`src/inc/scsl_cfg.svh`:
```
/*
  Named constants for the selector channel service logic.
  Assumes inclusion by bare name from files that need it.
*/
`ifndef SCSL_CFG_SVH
`define SCSL_CFG_SVH
`define CC_OK        2'h0
`define CC_BUSY      2'h2
`define CC_NOT_OPER  2'h3
`define CHAN_FIRST   4'h1
`define GRP_NONE     2'h0
`define GRP_PRIV     2'h1
`define GRP_SHARED   2'h2
`define ROW_BITS     3
`define SHARED_LAST  3'h6
`define GRP_BITS     5
`define DEV_W        8
`define BYTE_W       8
`define KEY_W        4
`define FIFO_DEPTH   8
`define STEP         1
`endif

```
`src/inc/scsl_pkg.sv`:
```
/*
  Types shared by the selector channel service logic.
  Assumes no other package.
*/
package scsl_pkg;
  typedef enum logic [1:0] {K_SKIP, K_RD_BACK, K_RD_FWD, K_WRITE} svc_kind_e;
  typedef enum logic [1:0] {S_IDLE, S_EXEC, S_FETCH} svc_state_e;
endpackage : scsl_pkg

```
`src/rtl/selector_channel_service_logic.sv`:
```
/*
  Selector channel service logic: per-channel byte service, fair priority
  arbitration, and unit control word slot tables for block-multiplexed mode.
  Assumes one clock, synchronous inputs, and devices that hold a request
  until acknowledged.
*/
`timescale 1ns/1ps
`include "scsl_cfg.svh"

module scsl_fifo #(
  parameter int W = 8,
  parameter int D = `FIFO_DEPTH
) (
  input  wire logic         sys_clk,
  input  wire logic         rst_n,
  input  wire logic         clk_en,
  input  wire logic         in_valid,
  output logic              in_ready,
  input  wire logic [W-1:0] in_data,
  output logic              out_valid,
  input  wire logic         out_ready,
  output logic      [W-1:0] out_data
);
  localparam int PW = $clog2(D);
  logic [W-1:0] mem [D];
  logic [PW-1:0] wr_ptr;
  logic [PW-1:0] rd_ptr;
  logic [PW:0]   fill;
  logic          push;
  logic          pop;

  assign in_ready  = (fill != (PW+1)'(D));
  assign out_valid = (fill != '0);
  assign out_data  = mem[rd_ptr];
  assign push      = in_valid && in_ready;
  assign pop       = out_valid && out_ready;

  always_ff @(posedge sys_clk) begin
    if (clk_en && push) begin
      mem[wr_ptr] <= in_data;
    end
  end

  always_ff @(posedge sys_clk or negedge rst_n) begin
    if (!rst_n) begin
      wr_ptr <= '0;
      rd_ptr <= '0;
      fill   <= '0;
    end else if (clk_en) begin
      if (push) begin
        wr_ptr <= (wr_ptr == PW'(D - 1)) ? '0 : wr_ptr + PW'(1);
      end
      if (pop) begin
        rd_ptr <= (rd_ptr == PW'(D - 1)) ? '0 : rd_ptr + PW'(1);
      end
      fill <= fill + (PW+1)'(push) - (PW+1)'(pop);
    end
  end
endmodule : scsl_fifo

module selector_channel_service_logic #(
  parameter int NCH  = 4,
  parameter int AW   = 24,
  parameter int CW   = 16,
  parameter int POOL = 64
) (
  input  wire logic                    sys_clk,
  input  wire logic                    nrst,
  input  wire logic                    clk_en,
  input  wire logic [NCH-1:0]          svc_req,
  input  wire logic [2*NCH-1:0]        svc_kind,
  input  wire logic [8*NCH-1:0]        dev_byte,
  output logic      [NCH-1:0]          svc_ack,
  output logic      [NCH-1:0]          xfer_end,
  output logic      [`BYTE_W-1:0]      chan_byte,
  input  wire logic [NCH-1:0]          bmux_mode,
  input  wire logic [NCH-1:0]          disconnect,
  input  wire logic [2*NCH*32-1:0]     group_card,
  input  wire logic                    start_req,
  input  wire logic [3:0]              start_chan,
  input  wire logic [`DEV_W-1:0]       start_dev,
  input  wire logic [CW-1:0]           start_count,
  input  wire logic [AW-1:0]           start_addr,
  input  wire logic [`KEY_W-1:0]       start_key,
  output logic                         start_done,
  output logic      [1:0]              start_cc,
  output logic      [$clog2(POOL)-1:0] start_slot,
  output logic      [NCH-1:0]          chan_active,
  output logic                         init_busy,
  output logic                         fetch_req,
  output logic      [AW-1:0]           fetch_addr,
  output logic      [`KEY_W-1:0]       fetch_key,
  input  wire logic                    fetch_valid,
  input  wire logic [`BYTE_W-1:0]      fetch_data,
  output logic                         store_valid,
  input  wire logic                    store_ready,
  output logic      [AW-1:0]           store_addr,
  output logic      [`KEY_W-1:0]       store_key,
  output logic      [`BYTE_W-1:0]      store_data
);
  localparam int TBL = 1 << `GRP_BITS;
  localparam int NE  = NCH * TBL;
  localparam int SW  = $clog2(POOL);
  localparam int CH  = $clog2(NCH);
  localparam int EW  = $clog2(NE);
  localparam int FW  = AW + `KEY_W + `BYTE_W;

  function automatic logic [1:0] card_type(input logic [EW-1:0] e);
    card_type = group_card[2*e +: 2];
  endfunction : card_type

  logic [1:0] rst_sync;
  logic       rst_n;
  always_ff @(posedge sys_clk or negedge nrst) begin
    if (!nrst) begin
      rst_sync <= '0;
    end else if (clk_en) begin
      rst_sync <= {rst_sync[0], 1'b1};
    end
  end
  assign rst_n = rst_sync[1];

  logic [CW-1:0]       count [NCH];
  logic [AW-1:0]       addr  [NCH];
  logic [`KEY_W-1:0]   key   [NCH];
  logic                tbl_ok   [NE];
  logic [SW-1:0]       tbl_base [NE];
  logic [SW:0]         next_free;
  logic [EW-1:0]       init_idx;
  scsl_pkg::svc_state_e state;
  scsl_pkg::svc_kind_e  kind;
  logic [CH-1:0]       cur;
  logic [`BYTE_W-1:0]  cur_byte;
  logic [NCH-1:0]      blocked;
  logic                do_upd;
  logic                fifo_in_valid;
  logic                fifo_in_ready;
  logic                fifo_out_valid;
  logic                fifo_out_ready;
  logic [FW-1:0]       fifo_out_data;

  // Arbitration: lowest number first, channels served while others wait are blocked.
  logic [NCH-1:0] pending;
  logic [NCH-1:0] eligible;
  logic [NCH-1:0] chosen_set;
  logic           grant_fire;
  logic [CH-1:0]  grant_idx;
  always_comb begin
    pending    = svc_req & chan_active & ~svc_ack;
    eligible   = pending & ~blocked;
    chosen_set = (eligible != '0) ? eligible : pending;
    grant_fire = (state == scsl_pkg::S_IDLE) && (pending != '0) && !init_busy;
    grant_idx  = '0;
    for (int i = NCH - 1; i >= 0; i--) begin
      if (chosen_set[i]) begin
        grant_idx = CH'(i);
      end
    end
  end

  always_ff @(posedge sys_clk or negedge rst_n) begin
    if (!rst_n) begin
      blocked <= '0;
    end else if (clk_en && grant_fire) begin
      if (eligible == '0) begin
        blocked <= '0;
      end
      if ((pending & ~(NCH'(1) << grant_idx)) != '0) begin
        blocked[grant_idx] <= 1'b1;
      end
    end
  end

  // Service sequencer: one request at a time; a write fetches before its update, a read updates when its byte enters the store buffer.
  always_comb begin
    fifo_in_valid = (state == scsl_pkg::S_EXEC) &&
                    (kind == scsl_pkg::K_RD_BACK || kind == scsl_pkg::K_RD_FWD);
    do_upd = 1'b0;
    case (state)
      scsl_pkg::S_EXEC: begin
        case (kind)
          scsl_pkg::K_SKIP:    do_upd = 1'b1;
          scsl_pkg::K_WRITE:   do_upd = 1'b0;
          default:             do_upd = fifo_in_ready;
        endcase
      end
      scsl_pkg::S_FETCH: do_upd = fetch_valid;
      default:           do_upd = 1'b0;
    endcase
  end

  always_ff @(posedge sys_clk or negedge rst_n) begin
    if (!rst_n) begin
      state     <= scsl_pkg::S_IDLE;
      kind      <= scsl_pkg::K_SKIP;
      cur       <= '0;
      cur_byte  <= '0;
      fetch_req <= 1'b0;
      chan_byte <= '0;
    end else if (clk_en) begin
      case (state)
        scsl_pkg::S_IDLE: begin
          if (grant_fire) begin
            cur      <= grant_idx;
            kind     <= scsl_pkg::svc_kind_e'(svc_kind[2*grant_idx +: 2]);
            cur_byte <= dev_byte[8*grant_idx +: 8];
            state    <= scsl_pkg::S_EXEC;
          end
        end
        scsl_pkg::S_EXEC: begin
          if (kind == scsl_pkg::K_WRITE) begin
            fetch_req <= 1'b1;
            state     <= scsl_pkg::S_FETCH;
          end else if (do_upd) begin
            state <= scsl_pkg::S_IDLE;
          end
        end
        scsl_pkg::S_FETCH: begin
          if (fetch_valid) begin
            fetch_req <= 1'b0;
            chan_byte <= fetch_data;
            state     <= scsl_pkg::S_IDLE;
          end
        end
        default: state <= scsl_pkg::S_IDLE;
      endcase
    end
  end

  always_ff @(posedge sys_clk or negedge rst_n) begin
    if (!rst_n) begin
      fetch_addr <= '0;
      fetch_key  <= '0;
    end else if (clk_en && state == scsl_pkg::S_EXEC) begin
      fetch_addr <= addr[cur];
      fetch_key  <= key[cur];
    end
  end

  always_ff @(posedge sys_clk or negedge rst_n) begin
    if (!rst_n) begin
      svc_ack  <= '0;
      xfer_end <= '0;
    end else if (clk_en) begin
      svc_ack  <= do_upd ? (NCH'(1) << cur) : '0;
      xfer_end <= (do_upd && count[cur] == CW'(`STEP)) ? (NCH'(1) << cur) : '0;
    end
  end

  // Start decode and unit control word table lookup.
  logic [CH-1:0]     s_ch;
  logic              s_valid;
  logic [EW-1:0]     s_ent;
  logic [1:0]        s_type;
  logic              s_alloc;
  logic [1:0]        s_cc;
  logic              s_take;
  always_comb begin
    s_valid = (start_chan >= `CHAN_FIRST) && (start_chan < `CHAN_FIRST + 4'(NCH));
    s_ch    = CH'(start_chan - `CHAN_FIRST);
    s_ent   = EW'({s_ch, start_dev[`DEV_W-1 -: `GRP_BITS]});
    s_type  = card_type(s_ent);
    s_alloc = 1'b0;
    s_cc    = `CC_OK;
    if (!s_valid) begin
      s_cc = `CC_NOT_OPER;
    end else if (init_busy || chan_active[s_ch]) begin
      s_cc = `CC_BUSY;
    end else if (bmux_mode[s_ch]) begin
      if (s_type == `GRP_PRIV && !tbl_ok[s_ent]) begin
        if (next_free + (SW+1)'(1 << `ROW_BITS) <= (SW+1)'(POOL)) begin
          s_alloc = 1'b1;
        end else begin
          s_cc = `CC_NOT_OPER;
        end
      end else if (!tbl_ok[s_ent]) begin
        s_cc = `CC_NOT_OPER;
      end
    end
    s_take = start_req && s_cc == `CC_OK;
  end

  always_ff @(posedge sys_clk or negedge rst_n) begin
    if (!rst_n) begin
      start_done <= 1'b0;
      start_cc   <= `CC_OK;
      start_slot <= '0;
    end else if (clk_en) begin
      start_done <= start_req;
      if (start_req) begin
        start_cc   <= s_cc;
        // A private entry owns a row, so each device of the entry takes its own slot in it.
        start_slot <= (s_alloc ? next_free[SW-1:0] : (s_valid ? tbl_base[s_ent] : '0)) +
                      ((s_type == `GRP_PRIV) ? SW'(start_dev[`ROW_BITS-1:0]) : '0);
      end
    end
  end

  // Per-channel operating registers; a start loads the started channel and a service updates only the serviced one.
  always_ff @(posedge sys_clk or negedge rst_n) begin
    if (!rst_n) begin
      chan_active <= '0;
      for (int i = 0; i < NCH; i++) begin
        count[i] <= '0;
        addr[i]  <= '0;
        key[i]   <= '0;
      end
    end else if (clk_en) begin
      for (int i = 0; i < NCH; i++) begin
        if (bmux_mode[i] && disconnect[i] && !(state != scsl_pkg::S_IDLE && cur == CH'(i))) begin
          chan_active[i] <= 1'b0;
        end
      end
      if (s_take) begin
        chan_active[s_ch] <= 1'b1;
        count[s_ch]       <= start_count;
        addr[s_ch]        <= start_addr;
        key[s_ch]         <= start_key;
      end
      if (do_upd) begin
        count[cur] <= count[cur] - CW'(`STEP);
        if (kind == scsl_pkg::K_RD_BACK) begin
          addr[cur] <= addr[cur] - AW'(`STEP);
        end else if (kind != scsl_pkg::K_SKIP) begin
          addr[cur] <= addr[cur] + AW'(`STEP);
        end
        if (count[cur] == CW'(`STEP)) begin
          chan_active[cur] <= 1'b0;
        end
      end
    end
  end

  // Reset routine walks every table entry and places shared words.
  always_ff @(posedge sys_clk or negedge rst_n) begin
    if (!rst_n) begin
      init_busy <= 1'b1;
      init_idx  <= '0;
      next_free <= '0;
      for (int e = 0; e < NE; e++) begin
        tbl_ok[e]   <= 1'b0;
        tbl_base[e] <= '0;
      end
    end else if (clk_en) begin
      if (init_busy) begin
        if (card_type(init_idx) == `GRP_SHARED && next_free < (SW+1)'(POOL)) begin
          tbl_ok[init_idx]   <= 1'b1;
          tbl_base[init_idx] <= next_free[SW-1:0];
          if (init_idx == EW'(NE - 1)) begin
            // A shared word in the last entry ends the walk, so the pool moves on to a fresh row.
            next_free <= {next_free[SW:`ROW_BITS] + (SW+1-`ROW_BITS)'(1), `ROW_BITS'(0)};
          end else begin
            next_free <= next_free + ((next_free[`ROW_BITS-1:0] == `SHARED_LAST) ?
                                      (SW+1)'(2) : (SW+1)'(1));
          end
        end else if (init_idx == EW'(NE - 1) && next_free[`ROW_BITS-1:0] != '0) begin
          next_free <= {next_free[SW:`ROW_BITS] + (SW+1-`ROW_BITS)'(1), `ROW_BITS'(0)};
        end
        if (init_idx == EW'(NE - 1)) begin
          init_busy <= 1'b0;
        end else begin
          init_idx <= init_idx + EW'(1);
        end
      end else if (s_take && s_alloc) begin
        tbl_ok[s_ent]   <= 1'b1;
        tbl_base[s_ent] <= next_free[SW-1:0];
        next_free       <= next_free + (SW+1)'(1 << `ROW_BITS);
      end
    end
  end

  scsl_fifo #(.W(FW), .D(`FIFO_DEPTH)) store_fifo (
    .sys_clk   (sys_clk),
    .rst_n     (rst_n),
    .clk_en    (clk_en),
    .in_valid  (fifo_in_valid),
    .in_ready  (fifo_in_ready),
    .in_data   ({addr[cur], key[cur], cur_byte}),
    .out_valid (fifo_out_valid),
    .out_ready (fifo_out_ready),
    .out_data  (fifo_out_data)
  );

  // Output stage keeps the storage port driven from flip-flops.
  assign fifo_out_ready = !store_valid || store_ready;
  always_ff @(posedge sys_clk or negedge rst_n) begin
    if (!rst_n) begin
      store_valid <= 1'b0;
      store_addr  <= '0;
      store_key   <= '0;
      store_data  <= '0;
    end else if (clk_en && fifo_out_ready) begin
      store_valid <= fifo_out_valid;
      if (fifo_out_valid) begin
        {store_addr, store_key, store_data} <= fifo_out_data;
      end
    end
  end

  chk_one_service: assert property (@(posedge sys_clk) disable iff (!rst_n)
    $onehot0(svc_ack) && $onehot0(xfer_end)) else $error("more than one channel serviced");
  chk_no_repeat_grant: assert property (@(posedge sys_clk) disable iff (!rst_n)
    grant_fire |-> !svc_ack[grant_idx]) else $error("channel granted right after its service");
  chk_skip_update: assert property (@(posedge sys_clk) disable iff (!rst_n)
    clk_en && do_upd && kind == scsl_pkg::K_SKIP |=> addr[$past(cur)] == $past(addr[cur])
    && !store_valid || $past(store_valid)) else $error("skip altered address");
  chk_back_update: assert property (@(posedge sys_clk) disable iff (!rst_n)
    clk_en && do_upd && kind == scsl_pkg::K_RD_BACK |-> fifo_in_valid ##1
    addr[$past(cur)] == $past(addr[cur]) - AW'(1)) else $error("read backward update wrong");
  chk_fwd_update: assert property (@(posedge sys_clk) disable iff (!rst_n)
    clk_en && do_upd && kind == scsl_pkg::K_RD_FWD |-> fifo_in_ready ##1
    addr[$past(cur)] == $past(addr[cur]) + AW'(1)) else $error("read forward update wrong");
  chk_write_fetch: assert property (@(posedge sys_clk) disable iff (!rst_n)
    clk_en && do_upd && kind == scsl_pkg::K_WRITE |-> fetch_req ##1 chan_byte == $past(fetch_data))
    else $error("write updated without fetch");
  chk_count_end: assert property (@(posedge sys_clk) disable iff (!rst_n)
    clk_en && do_upd && count[cur] == CW'(1) |=> xfer_end == svc_ack && !chan_active[$past(cur)])
    else $error("end of transfer missed");
  chk_busy_refuse: assert property (@(posedge sys_clk) disable iff (!rst_n)
    clk_en && start_req && s_valid && chan_active[s_ch] |=> start_done && start_cc == `CC_BUSY)
    else $error("start accepted on busy channel");
endmodule : selector_channel_service_logic

```
`config.mk`:
```
export PLATFORM = sky130hd
export DESIGN_NAME = selector_channel_service_logic
export DESIGN_NICKNAME = d
export VERILOG_FILES = /design/src/inc/scsl_pkg.sv /design/src/rtl/selector_channel_service_logic.sv
export VERILOG_INCLUDE_DIRS = /design/src /design/src/inc
export SDC_FILE = /design/constraint.sdc
export NUM_CORES = 2
export LEC_CHECK = 0
export BUFFER_PORTS_ARGS = -buffer_cell sky130_fd_sc_hd__buf_2
export CAP_MARGIN = 0
export CORE_ASPECT_RATIO = 0.5
export CORE_MARGIN = 3
export CORE_UTILIZATION = 45
export DETAILED_ROUTE_END_ITERATION = 10
export GPL_ROUTABILITY_DRIVEN = 0
export SYNTH_ARGS = -nofsm -noshare
export SYNTH_HDL_FRONTEND = slang
export SYNTH_HIERARCHICAL = 1
export SYNTH_SLANG_ARGS = --single-unit
```
`constraint.sdc`:
```
create_clock -name sys_clk -period 36.8 [get_ports sys_clk]
set_input_delay 1.84 -clock sys_clk [delete_from_list [all_inputs] [get_ports sys_clk]]
set_output_delay 1.84 -clock sys_clk [all_outputs]
set_load 0.02 [all_outputs]
```
== Yosys cells after proc, flatten, opt, wreduce, memory -nomap -nowiden ==
Memories as Yosys holds them, arrays and structs flattened. A register that Yosys moved wholly into a read port is not among the register bits.
Index checks and enable logic that the tools add are counted.

* Memory bits (writable): 288
* Register bits: 1176
* Memories: 1
* Output and inout bits: 96
* Input bits: 378
* Logic and storage cells: 564

* $add $sub $neg: 13
* Bitwise logic cells: 18
* $lt $le $gt $ge: 18
* Mux-type cells: 123
* Equal/unequal tests: 22
* Shift-type cells: 6
* Reduce and logical (&&, ||, !) cells: 72

{| class="wikitable"
|+ Memory list
! name !! words !! bits a word !! rd ports !! clocked after Yosys merged registers in !! write ports !! RTL line !! text
|-
| store_fifo.mem || 8 || 36 || 1 || 1 || 1 || selector_channel_service_logic.sv:25 || <nowiki>logic [W-1:0] mem [D];</nowiki>
|}

{| class="wikitable"
|+ Operators by type and width
! operator !! count
|-
| 768-bit two-way mux || 3
|-
| 768-bit bitwise mux || 2
|-
| 256-bit by 9-bit variable part select with 2-bit output || 2
|-
| 96-bit two-way mux || 5
|-
| 128-bit two-way mux || 3
|-
| 96-bit bitwise mux || 3
|-
| 128-bit OR || 2
|-
| 64-bit two-way mux || 3
|-
| 64-bit bitwise mux || 2
|-
| 24-bit demux with 2-bit select || 2
|-
| 24-bit two-way mux || 4
|-
| 6-bit demux with 7-bit select || 2
|-
| 16-bit demux with 2-bit select || 2
|-
| 16-bit two-way mux || 4
|-
| 4-bit two-way mux || 13
|-
| 24-bit binary-select mux with 2-bit select || 1
|-
| 6-bit binary-select mux with 7-bit select || 1
|-
| 6-bit two-way mux || 6
|-
| 1-bit logical AND || 35
|-
| 7-bit two-way mux || 5
|-
| 16-bit binary-select mux with 2-bit select || 1
|-
| 32-bit by 6-bit variable part select with 8-bit output || 1
|-
| 2-bit two-way mux || 15
|-
| 1-bit two-way mux || 28
|-
| other kinds (60) || 127
|}

== Longest topological paths before layout ==
* Depth in word-level cells: 19
* Depth in mapped cells: 24
* Mapped depth without buffers: 18

== By module ==
Netlist, hierarchy kept.

{| class="wikitable"
|+ Modules (own cells, without submodules)
! module !! times used !! cells an instance !! area each (um^2) !! sequential area each (um^2)
|-
| selector_channel_service_logic || 1 || 5456 || 67881.4 || 30080.1
|-
| scsl_fifo || 1 || 485 || 11716.2 || 8898.5
|}

== Least setup slack after synthesis ==
Ideal clock, no wire load.

* Path type: reg2reg
* Start point: reg, netlist name rst_sync[1]
* End point: reg rst_sync[1]
* Arrival: 29.271 ns
* Clock period less this slack: 29.474 ns
* Required time: 36.597 ns
* Setup slack: 7.326 ns
* Buffers on the path: 0
* Setup time: 0.203 ns
* Stages on the path, launching flop included: 2
* Cell sequence: dfrtp_1 -> mux2_2

{| class="wikitable"
|+ RTL lines
! what !! RTL line !! text
|-
| end signal, assigned || selector_channel_service_logic.sv:118 || <nowiki>rst_sync <= {rst_sync[0], 1'b1};</nowiki>
|-
| end, declared || selector_channel_service_logic.sv:112 || <nowiki>logic [1:0] rst_sync;</nowiki>
|}

== Worst setup path in the final report ==
* Start point: in start_dev[3]
* End point: reg tbl_base[622] (netlist bit)

* Word-level cells in the longest chain between the ends: 15
* Elaborated cells on any way between the ends: 30
* Classes of those cells: order compare: 2; eq/ne: 1; shift: 1; mux: 17; bitwise: 1; reduce/logical: 8

{| class="wikitable"
|+ Ends and longest elaborated chain
! what !! RTL line !! text
|-
| start, declared || selector_channel_service_logic.sv:81 || <nowiki>input wire logic [`DEV_W-1:0] start_dev,</nowiki>
|-
| branches (longest 15 deep; another with 256-bit by 9-bit variable part select with 2-bit output) || -- ||
|-
| end signal, assigned by index || selector_channel_service_logic.sv:348 || <nowiki>tbl_base[init_idx] <= next_free[SW-1:0];</nowiki>
|-
| end signal, assigned by index || selector_channel_service_logic.sv:366 || <nowiki>tbl_base[s_ent] <= next_free[SW-1:0];</nowiki>
|-
| end, declared || selector_channel_service_logic.sv:127 || <nowiki>logic [SW-1:0] tbl_base [NE];</nowiki>
|}

Several ways; the timed one is not identified. The select of a mux whose other input is x is not followed.
A chain may end at the register's enable or synchronous reset.

==> metrics.yaml <==
critical_path:
  end_kind: "flop"
  max_stage_delay_ps: 770
  arrival_ps: 8640
  cp.required_ps: 37470
  path_class: "in2reg"
  critPathSlowestCell: "buf_4"
  worstPathMaxFanout: 75
  crit_chain: "clkbuf_8, buf_4, and2b_2, buf_4, a22oi_1, o22ai_1, o21ai_0, o41ai_2, o32ai_2, buf_4, nor4_4, buf_4, buf_12, o211ai_4, mux2_4"
  cp-start-kind: "input port"
  crit_top_cell: "buf_4"
final_layout:
  final_cell_area_sq_um: 88800
  area_growth_pct: 11.5
  drive_above_1_share_pct: 33.6
  fillers: 14900
  fin_nets: 6639
  mostFrequentLayoutCells: "dfrtp_1 (1196), mux2_4 (601), buf_2 (469)"
  final_common_cell: "dfrtp_1"
hold_path:
  hp-class: "reg2reg"
cts:
  cts_tree: "done"
  ctsResizeCount: 0
  worstSkewPairLatency_ps: 820
  cts_buffers: 152
  root_buffer: "clkbuf_16"
  clk_pin_slew_ps: 60
  cts_setup_buffers: 0
  cts_sinks: 1500
  htree_levels: 4
  clock_path_buffers: 4
  cts_hold_buf: 0
drt:
  drc: 0
  finalWirelength_um: 287000
  routedWlPerCell_um: 32.9
  ant_nets: 0
  drt_pass1_iterations: 9
  vias: 58300
  top_layer_used: "met5"
  drt_iter0_drc: 7492
  wl_met1_um: 113000
  wl_met3_um: 28400
  viasPerCell: 6.69
  route.met2.wl_um: 129000
logic_synthesis:
  synthCells: 5941
  synth_area_per_cell_sq_um: 13.4
  yosys_register_bits: 1500
  yosysUniqueCellTypes: 109
  ys.flop_type: "dfrtp_1"
  synth_edf_count: 288
  seq_area_frac_synth_pct: 49.0
  syn_area_sq_um: 79600
  synth-async-reset-ratio_pct: 80.8
  synth_warnings: 6
  synthesis.nets: 6354
floorplan:
  num_io_pins: 474
  core_sq_um: 175000
  row_count: 108
  initial_utilization_pct: 45.6
  dieArea_sq_um: 182000
  die_w_um: 601
  die_y_um: 303
timing:
  fin_crit_sh_pct: 21.7
  tightest_slew_ps: 1430
  slew_headroom_pct: 4.18
  fin_crit_ps: 7970
  fmax_mhz: 126
  timing.hold.ws_ps: 461
  rsz0062_at_grt: "no"
  final-setup-viol-count: 0
  slew_viol_final: 0
  hold_violations: 0
  final.setup.tns_ps: 0
  fin_skew_ps: 61.0
global_routing:
  antenna_found_initial: 32
  grt_max_degree: 186
  grt_pass1_vias: 58500
  overflow: 0
  gr-usage-all-layers_pct: 30.7
  grt_pass1_wl_um: 416000
power_and_ir_drop:
  seqPwrFrac_pct: 40.7
  p_comb_share_pct: 27.8
  ir_drop_uv: 133
  p_leak_nw: 39.7
  p_int_mw: 3.18
  clockPowerShare_pct: 31.5
  p_per_area_nw_per_um2: 55.3
  p_switching_mw: 1.73
  swShare_pct: 35.3
run_status:
  run_status: "complete, no violations"
placed_design:
  hpwl_um: 186000
  numPortBuffers: 473
  placed_area_sq_um: 83900
run:
  max_cap_violations: 0
layer usage:
layer,track usage (%),vias to the layer above
met5,0,-
met4,15.4,4
met3,7.91,848
met2,47.3,3573
met1,40.3,30300
li1,-,23600
sequential cells by signal (all words and copies together) (netlist names), 6 cells and up:
signal	count
addr	96
chan_byte	8
count	64
cur_byte	8
fetch_addr	24
init_idx	7
key	16
next_free	7
start_slot	6
store_addr	24
store_data	8
store_fifo/mem	288
tbl_base	768
tbl_ok	128
area by class of cell:
class | count | area, sq um | share of cell area, %
Antenna cell | 24 | 60.1 | 0.0676
Clock buffer | 215 | 4410 | 4.96
Clock inverter | 42 | 394 | 0.444
Inverter | 81 | 304 | 0.342
Multi-Input combinational cell | 3866 | 38000 | 42.8
Sequential cell | 1500 | 39000 | 44.0
Tap cell | 2365 | 2960 | 3.33
Timing Repair Buffer | 625 | 3620 | 4.08
cells by family after synthesis:
logic type | after synthesis | share of synthesized area (%)
AO/OA/AOI/OAI | 1450 | 15.7
XOR/XNOR | 67 | 0.737
adder cells (fa/ha/maj) | 35 | 0.578
buffers and inverters | 575 | 3.49
flip-flops | 1500 | 49.0
multiplexers | 1315 | 24.2
AND/OR/NAND/NOR | 999 | 6.30
synth_stat cells, types with 117 or more instances:
master       n  area [sq um]
a221oi_1   152          1330
mux4_2     134          3020
mux2_2     296          3330
clkbuf_1   284          1070
mux2_1     117          1320
nand2b_1   157           982
nor2_1     229           860
o21ai_0    172           861
a22oi_1    210          1580
mux2_4     601          9020
o211ai_4   120          2550
dfrtp_1   1211         30300
o22ai_1    153           957
edfxtp_1   288          8650
nand2_1    272          1020
stage by stage:
stage,setup slack [ps],util (%),std cells,power (mW)
after floorplan,500,-,5941,2.88
after global placement,28390,48.1,8436,3.32
after detailed placement,28370,48.1,8436,3.34
after CTS,29220,50.8,8693,4.89
after global routing,28840,50.8,8711,5.06
final,28830,50.9,8718,4.91
critical path: cells and delay by family:
| family | cells | cell delay (ps) |
|---|---|---|
| multiplexers | 1 | 400 |
| AO/OA/AOI/OAI | 6 | 1870 |
| buffers and inverters | 6 | 3460 |
| AND/OR/NAND/NOR | 2 | 610 |
power groups by stage:
stage               sequential (mW)  clock [mW]  combinational (mW)
finish                         2.00        1.55                1.36
global route                   2.01        1.64                1.41
CTS                            1.99        1.57                1.33
detailed placement             2.02           0                1.33
global placement               2.01           0                1.31
floorplan                      1.94           0               0.932
path summary, 6_finish.rpt:
kind                                         start                        end  slack, ps  cells past startpoint
max                                   start_dev[3]  tbl_base[622]$_DFFE_PN0P_      28830                     15
min reg2reg                 tbl_ok[41]$_DFFE_PN0P_     tbl_ok[41]$_DFFE_PN0P_        460                      1
max in group asynchronous  rst_sync[1]$_DFFE_PN0P_  tbl_base[693]$_DFFE_PN0P_      32050                      4
min in group asynchronous  rst_sync[1]$_DFFE_PN0P_   tbl_base[88]$_DFFE_PN0P_        560                      0
min                         tbl_ok[41]$_DFFE_PN0P_     tbl_ok[41]$_DFFE_PN0P_        460                      1
max reg2reg                init_idx[2]$_DFFE_PN0P_  tbl_base[622]$_DFFE_PN0P_      30080                     12
No activity file was read; power rests on OpenSTA's default activity.
